### src/oem_pkg.sv
// Shared constants and types of the output override and enable monitor
// Contract
// - Override drives selected outputs to pattern
// - Selection bits choose outputs; five picks one, three
// - Pattern bits give forced states; two clears both
// - Up key function two issues override
// - Freeze holds all outputs while commanded
// - Selection eight turns command into freeze
// - First input function two issues relay action
// - Polarity one makes command active high
// - Release resumes comparison states at once
// - Alarm when disabled yet still rotating
// - Alarm when enabled but not reaching speed
// - Alarm when no standstill after disable
// - Function twelve on an input starts monitoring
// - Polarity sets which level means disabled
// - Start-up delay suppresses underspeed output evaluation
// - Alarm appears on the underspeed output
// - Status asserted while command is disabled
package oem_pkg;
  localparam int          NUM_OUT           = 3;
  localparam int          FUNC_W            = 4;
  localparam int          SEL_W             = 4;
  localparam int          PAT_W             = 3;
  localparam int          IDX_W             = 2;
  localparam int          TMR_W             = 24;
  localparam int          SYNC_W            = 3;
  localparam logic [FUNC_W-1:0] FUNC_RELAY_ACTION = 4'h2;
  localparam logic [FUNC_W-1:0] FUNC_CMD_MON      = 4'hc;
  localparam logic [FUNC_W-1:0] KEY_OVERRIDE      = 4'h2;
  localparam logic [SEL_W-1:0]  SEL_FREEZE        = 4'h8;
  localparam logic        POL_ACTIVE_HIGH   = 1'b1;
  localparam logic        POL_DIS_LOW       = 1'b0;
  localparam logic [NUM_OUT-1:0] OUT_RESET  = 3'h0;
  localparam logic [IDX_W-1:0]   IDX_ONE    = 2'h0;
  localparam int          SYN_KEY           = 0;
  localparam int          SYN_IN1           = 1;
  localparam int          SYN_IN2           = 2;

  typedef enum logic [1:0] {
    MON_OFF = 2'b00,
    MON_EN  = 2'b01,
    MON_DIS = 2'b10
  } oem_mon_e;
endpackage

### src/oem_sync.sv
// Two-stage synchroniser for key and control inputs
`timescale 1ns/1ps
`default_nettype none
module oem_sync #(
  parameter int W = 3
) (
  input  wire logic         mclk,
  input  wire logic         arst_n,
  input  wire logic [W-1:0] d_in,
  output logic      [W-1:0] q_out
);
  typedef struct packed {
    logic [W-1:0] s1;
    logic [W-1:0] s2;
  } oem_sync_s;

  oem_sync_s st_ff;
  oem_sync_s nxt_st;

  always_comb begin
    nxt_st    = st_ff;
    nxt_st.s1 = d_in;
    nxt_st.s2 = st_ff.s1;
  end

  always_ff @(posedge mclk or negedge arst_n) begin
    if (!arst_n) begin
      st_ff <= '0;
    end else begin
      st_ff <= nxt_st;
    end
  end

  assign q_out = st_ff.s2;
endmodule
`default_nettype wire

### src/oem_timer.sv
// Retriggerable down counter for start-up and standstill windows
`timescale 1ns/1ps
`default_nettype none
module oem_timer #(
  parameter int W = 24
) (
  input  wire logic         mclk,
  input  wire logic         arst_n,
  input  wire logic         start,
  input  wire logic [W-1:0] len,
  output logic              busy
);
  typedef struct packed {
    logic [W-1:0] cnt;
    logic         busy;
  } oem_tmr_s;

  oem_tmr_s st_ff;
  oem_tmr_s nxt_st;

  always_comb begin
    nxt_st = st_ff;
    if (start) begin
      nxt_st.cnt  = len;
      nxt_st.busy = (len != '0);
    end else if (st_ff.busy) begin
      nxt_st.cnt = W'(st_ff.cnt - 1'b1);
      if (st_ff.cnt == W'(1)) begin
        nxt_st.busy = 1'b0;
      end
    end
  end

  always_ff @(posedge mclk or negedge arst_n) begin
    if (!arst_n) begin
      st_ff <= '0;
    end else begin
      st_ff <= nxt_st;
    end
  end

  assign busy = st_ff.busy;
endmodule
`default_nettype wire

### src/oem_monitor.sv
// Output override, freeze and remote enable monitor top
`timescale 1ns/1ps
`default_nettype none
module oem_monitor #(
  parameter int TW = oem_pkg::TMR_W
) (
  input  wire logic                          mclk,
  input  wire logic                          arst_n,
  input  wire logic [oem_pkg::NUM_OUT-1:0]   cmp_in,
  input  wire logic                          zero_freq,
  input  wire logic                          below_under,
  input  wire logic                          standstill,
  input  wire logic                          key_up,
  input  wire logic                          ctrl1_in,
  input  wire logic                          ctrl2_in,
  input  wire logic [oem_pkg::FUNC_W-1:0]    key_up_func,
  input  wire logic [oem_pkg::FUNC_W-1:0]    ctrl1_func,
  input  wire logic                          ctrl1_pol,
  input  wire logic [oem_pkg::FUNC_W-1:0]    ctrl2_func,
  input  wire logic                          ctrl2_pol,
  input  wire logic [oem_pkg::SEL_W-1:0]     relay_action_sel,
  input  wire logic [oem_pkg::PAT_W-1:0]     action_pattern,
  input  wire logic [oem_pkg::IDX_W-1:0]     under_idx,
  input  wire logic [TW-1:0]                 startup_len,
  input  wire logic [TW-1:0]                 standstill_len,
  output logic      [oem_pkg::NUM_OUT-1:0]   sw_out,
  output logic                               cmd_disabled,
  output logic                               monitor_active,
  output logic                               monitor_alarm
);
  typedef struct packed {
    logic [oem_pkg::NUM_OUT-1:0] outs;
    oem_pkg::oem_mon_e           mon;
    logic                        en_prev;
    logic                        stop_prev;
    logic                        stop_alarm;
    logic                        alarm;
    logic                        alarm_out;
    logic                        disabled;
    logic                        active;
  } oem_st_s;

  oem_st_s st_ff;
  oem_st_s nxt_st;

  logic [oem_pkg::SYNC_W-1:0]  raw_in;
  logic [oem_pkg::SYNC_W-1:0]  syn_in;
  logic                        key_s;
  logic                        in1_s;
  logic                        in2_s;
  logic                        in1_act;
  logic                        in2_act;
  logic                        act_cmd;
  logic                        freeze_sel;
  logic [oem_pkg::NUM_OUT-1:0] sel_mask;
  logic                        mon_on;
  logic                        en_lvl;
  logic                        dly_start;
  logic                        stop_start;
  logic                        dly_busy;
  logic                        stop_busy;
  logic                        in_delay;
  logic                        stop_expire;
  logic                        run_fault;
  logic                        dis_fault;

  assign raw_in[oem_pkg::SYN_KEY] = key_up;
  assign raw_in[oem_pkg::SYN_IN1] = ctrl1_in;
  assign raw_in[oem_pkg::SYN_IN2] = ctrl2_in;

  oem_sync #(
    .W (oem_pkg::SYNC_W)
  ) u_sync (
    .mclk   (mclk),
    .arst_n (arst_n),
    .d_in   (raw_in),
    .q_out  (syn_in)
  );

  assign key_s = syn_in[oem_pkg::SYN_KEY];
  assign in1_s = syn_in[oem_pkg::SYN_IN1];
  assign in2_s = syn_in[oem_pkg::SYN_IN2];

  // Command decode
  always_comb begin
    in1_act = (ctrl1_pol == oem_pkg::POL_ACTIVE_HIGH) ? in1_s : ~in1_s;
    in2_act = (ctrl2_pol == oem_pkg::POL_ACTIVE_HIGH) ? in2_s : ~in2_s;
    act_cmd = ((key_up_func == oem_pkg::KEY_OVERRIDE) && key_s)
            | ((ctrl1_func == oem_pkg::FUNC_RELAY_ACTION) && in1_act)
            | ((ctrl2_func == oem_pkg::FUNC_RELAY_ACTION) && in2_act);
    freeze_sel = (relay_action_sel == oem_pkg::SEL_FREEZE);
    sel_mask   = relay_action_sel[oem_pkg::NUM_OUT-1:0];
  end

  // Enable input selection and level meaning
  always_comb begin
    mon_on = 1'b0;
    en_lvl = 1'b0;
    if (ctrl1_func == oem_pkg::FUNC_CMD_MON) begin
      mon_on = 1'b1;
      en_lvl = (ctrl1_pol == oem_pkg::POL_DIS_LOW) ? in1_s : ~in1_s;
    end else if (ctrl2_func == oem_pkg::FUNC_CMD_MON) begin
      mon_on = 1'b1;
      en_lvl = (ctrl2_pol == oem_pkg::POL_DIS_LOW) ? in2_s : ~in2_s;
    end
  end

  assign dly_start  = mon_on && st_ff.active && (en_lvl != st_ff.en_prev);
  assign stop_start = mon_on && st_ff.active && st_ff.en_prev && !en_lvl;

  oem_timer #(
    .W (TW)
  ) u_dly (
    .mclk   (mclk),
    .arst_n (arst_n),
    .start  (dly_start),
    .len    (startup_len),
    .busy   (dly_busy)
  );

  oem_timer #(
    .W (TW)
  ) u_stop (
    .mclk   (mclk),
    .arst_n (arst_n),
    .start  (stop_start),
    .len    (standstill_len),
    .busy   (stop_busy)
  );

  assign in_delay    = dly_busy || dly_start;
  assign stop_expire = st_ff.stop_prev && !stop_busy && !stop_start;
  assign run_fault   = en_lvl && !in_delay && (zero_freq || below_under);
  assign dis_fault   = !en_lvl && !in_delay && !stop_busy
                    && !stop_start && !zero_freq;

  // State update
  always_comb begin
    nxt_st           = st_ff;
    nxt_st.active    = mon_on;
    nxt_st.en_prev   = en_lvl;
    nxt_st.stop_prev = stop_busy;
    nxt_st.disabled  = mon_on && !en_lvl;
    if (!mon_on) begin
      nxt_st.mon = oem_pkg::MON_OFF;
    end else if (en_lvl) begin
      nxt_st.mon = oem_pkg::MON_EN;
    end else begin
      nxt_st.mon = oem_pkg::MON_DIS;
    end
    // Set wins over the clear by re-enable
    if (mon_on && stop_expire && !standstill) begin
      nxt_st.stop_alarm = 1'b1;
    end else if (!mon_on || (en_lvl && !st_ff.en_prev)) begin
      nxt_st.stop_alarm = 1'b0;
    end
    unique case (st_ff.mon)
      oem_pkg::MON_EN:  nxt_st.alarm = mon_on && run_fault;
      oem_pkg::MON_DIS: nxt_st.alarm = mon_on && dis_fault;
      oem_pkg::MON_OFF: nxt_st.alarm = 1'b0;
      default:          nxt_st.alarm = 1'b0;
    endcase
    // Registered alarm pin, run or disable alarm or sticky stop alarm
    nxt_st.alarm_out = nxt_st.alarm | nxt_st.stop_alarm;
    // Output resolution, one pass per output
    for (int i = 0; i < oem_pkg::NUM_OUT; i++) begin
      if (act_cmd && freeze_sel) begin
        nxt_st.outs[i] = st_ff.outs[i];
      end else if (act_cmd && sel_mask[i]) begin
        nxt_st.outs[i] = action_pattern[i];
      end else if (mon_on && (under_idx == oem_pkg::IDX_W'(i))) begin
        nxt_st.outs[i] = in_delay ? 1'b0
                       : (cmp_in[i] | st_ff.alarm | st_ff.stop_alarm);
      end else begin
        nxt_st.outs[i] = cmp_in[i];
      end
    end
  end

  always_ff @(posedge mclk or negedge arst_n) begin
    if (!arst_n) begin
      st_ff      <= '0;
      st_ff.outs <= oem_pkg::OUT_RESET;
      st_ff.mon  <= oem_pkg::MON_OFF;
    end else begin
      st_ff <= nxt_st;
    end
  end

  assign sw_out         = st_ff.outs;
  assign cmd_disabled   = st_ff.disabled;
  assign monitor_active = st_ff.active;
  assign monitor_alarm  = st_ff.alarm_out;

  // Checks
  override_force_a: assert property (@(posedge mclk) disable iff (!arst_n)
    (act_cmd && !freeze_sel && !mon_on) |=>
      ((sw_out & $past(sel_mask)) == ($past(action_pattern) & $past(sel_mask))))
    else $error("selected output not forced to pattern");
  unselected_run_a: assert property (@(posedge mclk) disable iff (!arst_n)
    (act_cmd && !freeze_sel && !mon_on) |=>
      ((sw_out & ~$past(sel_mask)) == ($past(cmp_in) & ~$past(sel_mask))))
    else $error("unselected output not following comparison");
  pattern_two_a: assert property (@(posedge mclk) disable iff (!arst_n)
    (act_cmd && relay_action_sel == 4'h5 && action_pattern == 3'h2 && !mon_on)
      |=> (sw_out[0] == 1'b0 && sw_out[2] == 1'b0))
    else $error("pattern two did not clear outputs one and three");
  freeze_hold_a: assert property (@(posedge mclk) disable iff (!arst_n)
    (act_cmd && freeze_sel) |=> $stable(sw_out))
    else $error("outputs moved during freeze");
  resume_cmp_a: assert property (@(posedge mclk) disable iff (!arst_n)
    (!act_cmd && !mon_on) |=> (sw_out == $past(cmp_in)))
    else $error("outputs did not resume comparison state");
  disabled_status_a: assert property (@(posedge mclk) disable iff (!arst_n)
    (mon_on && !en_lvl) |=> cmd_disabled)
    else $error("disabled status missing");
  delay_suppress_a: assert property (@(posedge mclk) disable iff (!arst_n)
    (dly_start && !act_cmd) |=> !sw_out[$past(under_idx)])
    else $error("underspeed output active during start-up delay");
  run_alarm_a: assert property (@(posedge mclk) disable iff (!arst_n)
    (st_ff.mon == oem_pkg::MON_EN && mon_on && run_fault) |=> monitor_alarm)
    else $error("no alarm when enabled without motion");
  stop_alarm_a: assert property (@(posedge mclk) disable iff (!arst_n)
    (mon_on && stop_expire && !standstill) |=> monitor_alarm [*2])
    else $error("no alarm when standstill not reached");
  sync_delay_a: assert property (@(posedge mclk) disable iff (!arst_n)
    ##3 (key_s == $past(key_up, 2)))
    else $error("key not passed through two stages");

  override_c: cover property (@(posedge mclk) disable iff (!arst_n)
    act_cmd && !freeze_sel ##1 !act_cmd);
  freeze_c: cover property (@(posedge mclk) disable iff (!arst_n)
    (act_cmd && freeze_sel) [*3]);
  stop_fault_c: cover property (@(posedge mclk) disable iff (!arst_n)
    mon_on && stop_expire && !standstill);
  run_fault_c: cover property (@(posedge mclk) disable iff (!arst_n)
    mon_on && en_lvl && !in_delay && below_under);
endmodule
`default_nettype wire

### config.mk
export PLATFORM = sky130hd
export DESIGN_NAME = oem_monitor
export DESIGN_NICKNAME = d
export VERILOG_FILES = /design/src/oem_pkg.sv /design/src/oem_sync.sv /design/src/oem_timer.sv /design/src/oem_monitor.sv
export SDC_FILE = /design/constraint.sdc
export NUM_CORES = 1
export LEC_CHECK = 0
export ABC_AREA = 0
export BUFFER_PORTS_ARGS = -buffer_cell sky130_fd_sc_hd__buf_2
export CAP_MARGIN = 25
export CORE_MARGIN = 4
export CORE_UTILIZATION = 58
export CTS_CLUSTER_SIZE = 28
export DETAILED_ROUTE_END_ITERATION = 10
export PLACE_DENSITY_LB_ADDON = 0.3
export SETUP_SLACK_MARGIN = 0.4
export SKIP_LAST_GASP = 1
export SYNTH_ARGS = -nofsm -noshare
export SYNTH_HDL_FRONTEND = slang
export SYNTH_SLANG_ARGS = --single-unit
### constraint.sdc
create_clock -name mclk -period 4.32 [get_ports mclk]
set_input_delay 0.216 -clock mclk [delete_from_list [all_inputs] [get_ports mclk]]
set_output_delay 0.216 -clock mclk [all_outputs]
set_load 0.01 [all_outputs]
; ---- Word level (Yosys, flattened, before mapping)
; Index checks and enable logic that the tools add are counted.
[word_totals]
in_bits = 82
out_inout_bits = 6
elab_cells = 113
register_bits = 68
[op_classes]
muxes = 28
n_addsub = 2
n_eq_ne = 13
n_bitwise = 11
n_reduce_logical = 44
[ops]
columns = operator, count
row1 = 2-to-1 mux 25 bit, 4
row2 = "equality test 24 x 1 -> 1 bit, second input constant", 2
row3 = nonzero test 24 bit, 2
row4 = "subtractor 24 x 1 -> 24 bit, second input constant", 2
row5 = logical AND 1 bit, 28
row6 = 2-to-1 mux 1 bit, 21
row7 = "equality test 4 x 2 -> 1 bit, second input constant", 3
row8 = "equality test 4 bit, second input constant", 3
row9 = bitwise OR 1 bit, 9
row10 = logical NOT 1 bit, 8
row11 = "equality test 2 x 1 -> 1 bit, second input constant", 2
row12 = "equality test 2 bit, second input constant", 2
row13 = 2-to-1 mux 2 bit, 2
row14 = nonzero test 2 bit, 2
row15 = logical OR 1 bit, 3
row16 = logical NOT 2 bit, 1
row17 = NOT 1 bit, 2
row18 = case mux 1 bit (2 select lines), 1
row19 = inequality test 1 bit, 1

; ---- Longest topological paths before layout
[logic_depth]
ltp_word = 15
depth_mapped = 9

; ---- By module
; From an unflattened synthesis, not the netlist that was laid out.
[hier_totals]
cells_unflattened = 428
area_unflattened_um2 = 3916.3
[by_module_without_submodules]
columns = mod, area_each_um2, instances, cells_per_inst
row1 = oem_timer at u_stop, 1506.4, 1, 170
row2 = oem_timer at u_dly, 1497.7, 1, 168
row3 = oem_monitor, 762.0, 1, 84
row4 = oem_sync, 150.1, 1, 6

; ---- Worst setup path after synthesis
; No wires, ideal clock.
[synth_path]
path_kind = in2reg
start = input port ctrl1_func[1] in the netlist's numbering
end = register u_dly.st_ff[10] in the netlist's numbering
arrival_ns = 1.884
slack_ns = 2.299
stages = 9
n_path_buf = 2
cell_sequence = nor4bb_1 nor3_1 o21bai_1 ha_1 nor2b_1 nand2_1 clkbuf_8 clkbuf_1 a21oi_1
[synth_via]
elab_chain_len = 5
word_cells_on_any_way = 8
[synth_rtl]
columns = item, line_no
row1 = start: declaration, oem_monitor.sv:17  ; input wire logic [oem_pkg::FUNC_W-1:0] ctrl1_func,
row2 = equality test 4 bit *, oem_monitor.sv:99  ; if (ctrl1_func == oem_pkg::FUNC_CMD_MON) begin
row3 = 2-to-1 mux 1 bit *, oem_monitor.sv:99
row4 = via en_lvl, oem_monitor.sv:57  ; logic en_lvl;
row5 = inequality test 1 bit *, oem_monitor.sv:108  ; assign dly_start = mon_on && st_ff.active && (en_lvl != st_ff.en_prev);
row6 = logical AND 1 bit *, oem_monitor.sv:108
row7 = 2-to-1 mux 25 bit / nonzero test 2 bit (equally long branches), n/a
row8 = end signal: assignment, oem_timer.sv:38  ; st_ff <= nxt_st;
row9 = end: declaration, oem_timer.sv:18  ; oem_tmr_s st_ff;
; The timed path passes the listed nets; every way through them passes the cells marked *.
; A chain may end at the register's enable or synchronous reset.

==> key figures <==
Final layout
  – Most frequent cells in the layout: 87 x buf_2, 67 x dfrtp_1, 43 x nand2_1, 40 x xnor2_1, 38 x nor2_1
  – Fillers: 486
  – Share of cells above drive strength 1: 0.257
  – Nets@finish: 574
  – Layout overhead on the synthesized area: 19.0%
  – Sequential cell area: between 1500 and 2000 um2
  – Commonest non-fill, non-tap cell in the layout: buf_2
  – Area of the multi-input gates: 1940 um2
  – Antenna diodes: 0

Drt
  – Post-DR vias/cell: between 5 and 6
  – Antenna viol nets, final: 0
  – DRC: 0
  – Iteration-0 DRC Markers: ~110
  – Vias after detailed routing: around 3200
  – First drt pass iteration count: 4
  – Metal-1 WL: ~3.6 mm
  – Met3 routed WL: 457 um
  – WL/cell: 14.2 um
  – Final wirelength: 8.08 mm
  – Met2 WL post-DR: 4.00 mm
  – Top Layer Used: met4

Global route
  – Tot GR Track Use: 0.220
  – Largest net degree at the start of global routing: 68
  – Vias in the first global route: 3055
  – Grt ovf: 0
  – First-pass GRT wire length: around 13 mm
  – Initial antenna violation count: 0

Power and ir drop
  – Combinational power share: 0.181
  – Net Sw Frac: 0.291
  – Clk pwr share: 0.338
  – Int Power: 1180 uW
  – Net Sw Power: 487 uW
  – Lkg Pwr: ~0.0016 uW
  – IR drop worst, VDD: around 0.00033 V
  – Sequential power share: 0.482
  – Pwr dens: 374 nW/um2

CTS
  – H-Tree Depth: 3
  – Root Driver: clkbuf_8
  – CTS Buf Count: 9
  – Clk pin slew, worst setup/hold paths: 0.07 ns
  – Clk buf depth: 2
  – Post-CTS Resized: 0
  – Clk sinks: 67
  – Worst-Skew Late Latency: 0.35 ns
  – TritonCTS clock tree: done

STA
  – Fin crit share: 0.579
  – Final hold violations: 0
  – Rel. slew slack: 0.449
  – Worst Skew: approximately 0.014 ns
  – Final hold slack: 0.0554 ns
  – Fmax: 0.400 GHz
  – Setup-failing EPs final: 0
  – Worst Tran Pin Value: 0.826 ns
  – Max-slew violations: 0
  – Setup TNS: 0 ns
  – RSZ-0062 raised after global routing: no
  – Min Tclk post-route: 2.50 ns

Worst setup path
  – Crit path kind: reg2reg
  – Max Fanout on Critical Path: 34
  – Flop2flop setup slack: 1.82 ns
  – Worst r2r src: u_sync.q_out[2]
  – RR Endpoint: u_dly.busy
  – Setup crit end kind: flip-flop
  – Critical Path RT: 4.56 ns
  – Startpoint type of the worst setup path: flip-flop
  – CP Data Arrival Time: 2.74 ns
  – Worst r2r path cells: 9

Placed design
  – Hpwl dp: 5.99 mm
  – Port buffer count: 87
  – Routability cong.: 0.930

Floorplanning
  – Die area: between 7000 and 8000 um2
  – Row cnt: 29
  – # IOs: 88
  – Floorplan core area: between 6000 and 7000 um2
  – Initial Util: 0.595
  – Die height: 88.4 um
  – Die Wd: 88.4 um

Logic synthesis
  – Seq/Total Area, Yosys: 0.447
  – Average size of a mapped cell: 9.41 um2
  – Synth Area in Compound Gates: 0.126
  – Post-Synth XOR/XNOR Area: 0.107
  – Count of flip-flops with a built-in enable after synthesis: 0
  – Largest family of logic cells by synthesized area: simple AND/OR/NAND/NOR gates
  – Seq cells post-synth: 67
  – Simple-gate portion of the synthesized area: 0.257
  – Post-Syn Instances: 399
  – Post-synth ARST share: 1.00
  – Most used DFF post-synth: dfrtp_1
  – Post-synthesis mux area share: 0.00300
  – Post-synthesis adder-cell area fraction: 0.0200
  – Ys Warns: 0
  – Syn nets: 487
  – Synth Cell Area: 3750 um2
  – Post-synth cell types: between 50 and 60

Hold path
  – Hold crit path type: in2async

Run
  – Max Cap Viol: 0

Status
  – Outcome: finished clean
-- layer usage --
metal,global-route usage,up-vias
li1,-,1605
met1,0.276,1515
met2,0.367,79
met3,0.0661,5
met4,0.0701,0
met5,0,-
-- power groups by stage --
stage	sequential (uW)	clock (uW)	combinational (uW)
4_1_cts	803	578	304
2_1_floorplan	791	0	203
6_report	805	564	302
3_5_place_dp	814	0	300
5_1_grt	814	606	344
3_3_place_gp	808	0	289
-- worst max-delay path by stage --
stage	startpoint	to	slack [ns]	cells after the start
after floorplan	ctrl1_func[1]	u_dly.st_ff[10]	2.30	9
after global placement	ctrl1_func[1]	u_dly.busy	1.75	10
after detailed placement	ctrl1_func[1]	u_dly.busy	1.66	10
after CTS	u_sync.q_out[2]	u_dly.busy	1.83	9
after global routing	u_sync.q_out[2]	u_dly.st_ff[23]	1.61	9
final	u_sync.q_out[2]	u_dly.busy	1.82	9
-- synth_stat cells, drive strengths merged (2+ instances only) --
cell type   n  area [um2]
a21boi      3        22.5
a21oi      27         146
a221oi      2        17.5
a31oi       2        12.5
buf         6        50.0
clkbuf     11        61.3
dfrtp      67        1680
ha          6        75.1
inv        10        37.5
nand2      43         161
nand2b      3        18.8
nand3       5        25.0
nand3b      2        15.0
nand4       5        37.5
nand4bb     3        33.8
nor2       38         143
nor3       23         135
nor3b       3        22.5
nor4       24         181
nor4b       4        35.0
nor4bb      2        20.0
o21ai      28         140
o21bai      2        15.0
o22a        2        17.5
o22ai       2        12.5
o31ai       2        15.0
o41ai       2        17.5
or3         9        61.3
or4         2        22.5
xnor2      40         350
xor2        6        52.6
-- flip-flops by register name, summed over array words and instances, names as in the netlist, 3 cells and up --
register,count
u_dly.st_ff,24
sw_out,3
u_sync.q_out,3
st_ff,5
u_sync.nxt_st,3
u_stop.st_ff,24
-- critical path, cell delays in order (launching register included) --
cell,delay (ns)
dfrtp_1,0.37
xnor2_1,0.27
nor3_1,0.10
o21bai_1,0.21
ha_1,0.31
nor2b_1,0.05
nand2_1,0.37
buf_4,0.42
a31oi_1,0.08
a31o_1,0.20
-- cells by family (layout without fill, tap and decap cells) --
| group | after synthesis | in the layout |
|---|---|---|
| adders and majority gates | 6 | 6 |
| buffers and inverters | 27 | 119 |
| DFF | 67 | 67 |
| AOI/OAI and AO/OA | 79 | 79 |
| and+or+nand+nor | 173 | 173 |
| muxes | 1 | 1 |
| xor gates and xnor gates | 46 | 46 |
-- timing repair --
action                    CTS  global route
hold buffers                3             0
hold endpoints to repair    3             0
setup buffers               0             0
-- stage by stage --
stage | area [um2] | util | setup slack [ns] | std cells | total power (uW)
floorplan | 3750 | - | 2.30 | 399 | 995
global placement | 4200 | 0.665 | 1.75 | 548 | 1100
detailed placement | 4200 | 0.665 | 1.66 | 548 | 1110
CTS | 4450 | 0.705 | 1.83 | 567 | 1690
global route | 4470 | 0.708 | 1.61 | 568 | 1760
finish | 4470 | 0.708 | 1.82 | 568 | 1670
-- layout make-up --
| type | instances | area share |
|---|---|---|
| Inverter | 10 | 0.00840 |
| Multi-Input combinational cell | 305 | 0.434 |
| Sequential cell | 67 | 0.375 |
| Clock inverter | 6 | 0.0202 |
| Tap cell | 77 | 0.0216 |
| Timing Repair Buffer | 93 | 0.112 |
| Clock buffer | 10 | 0.0286 |
(Power assumes the default switching activity.)
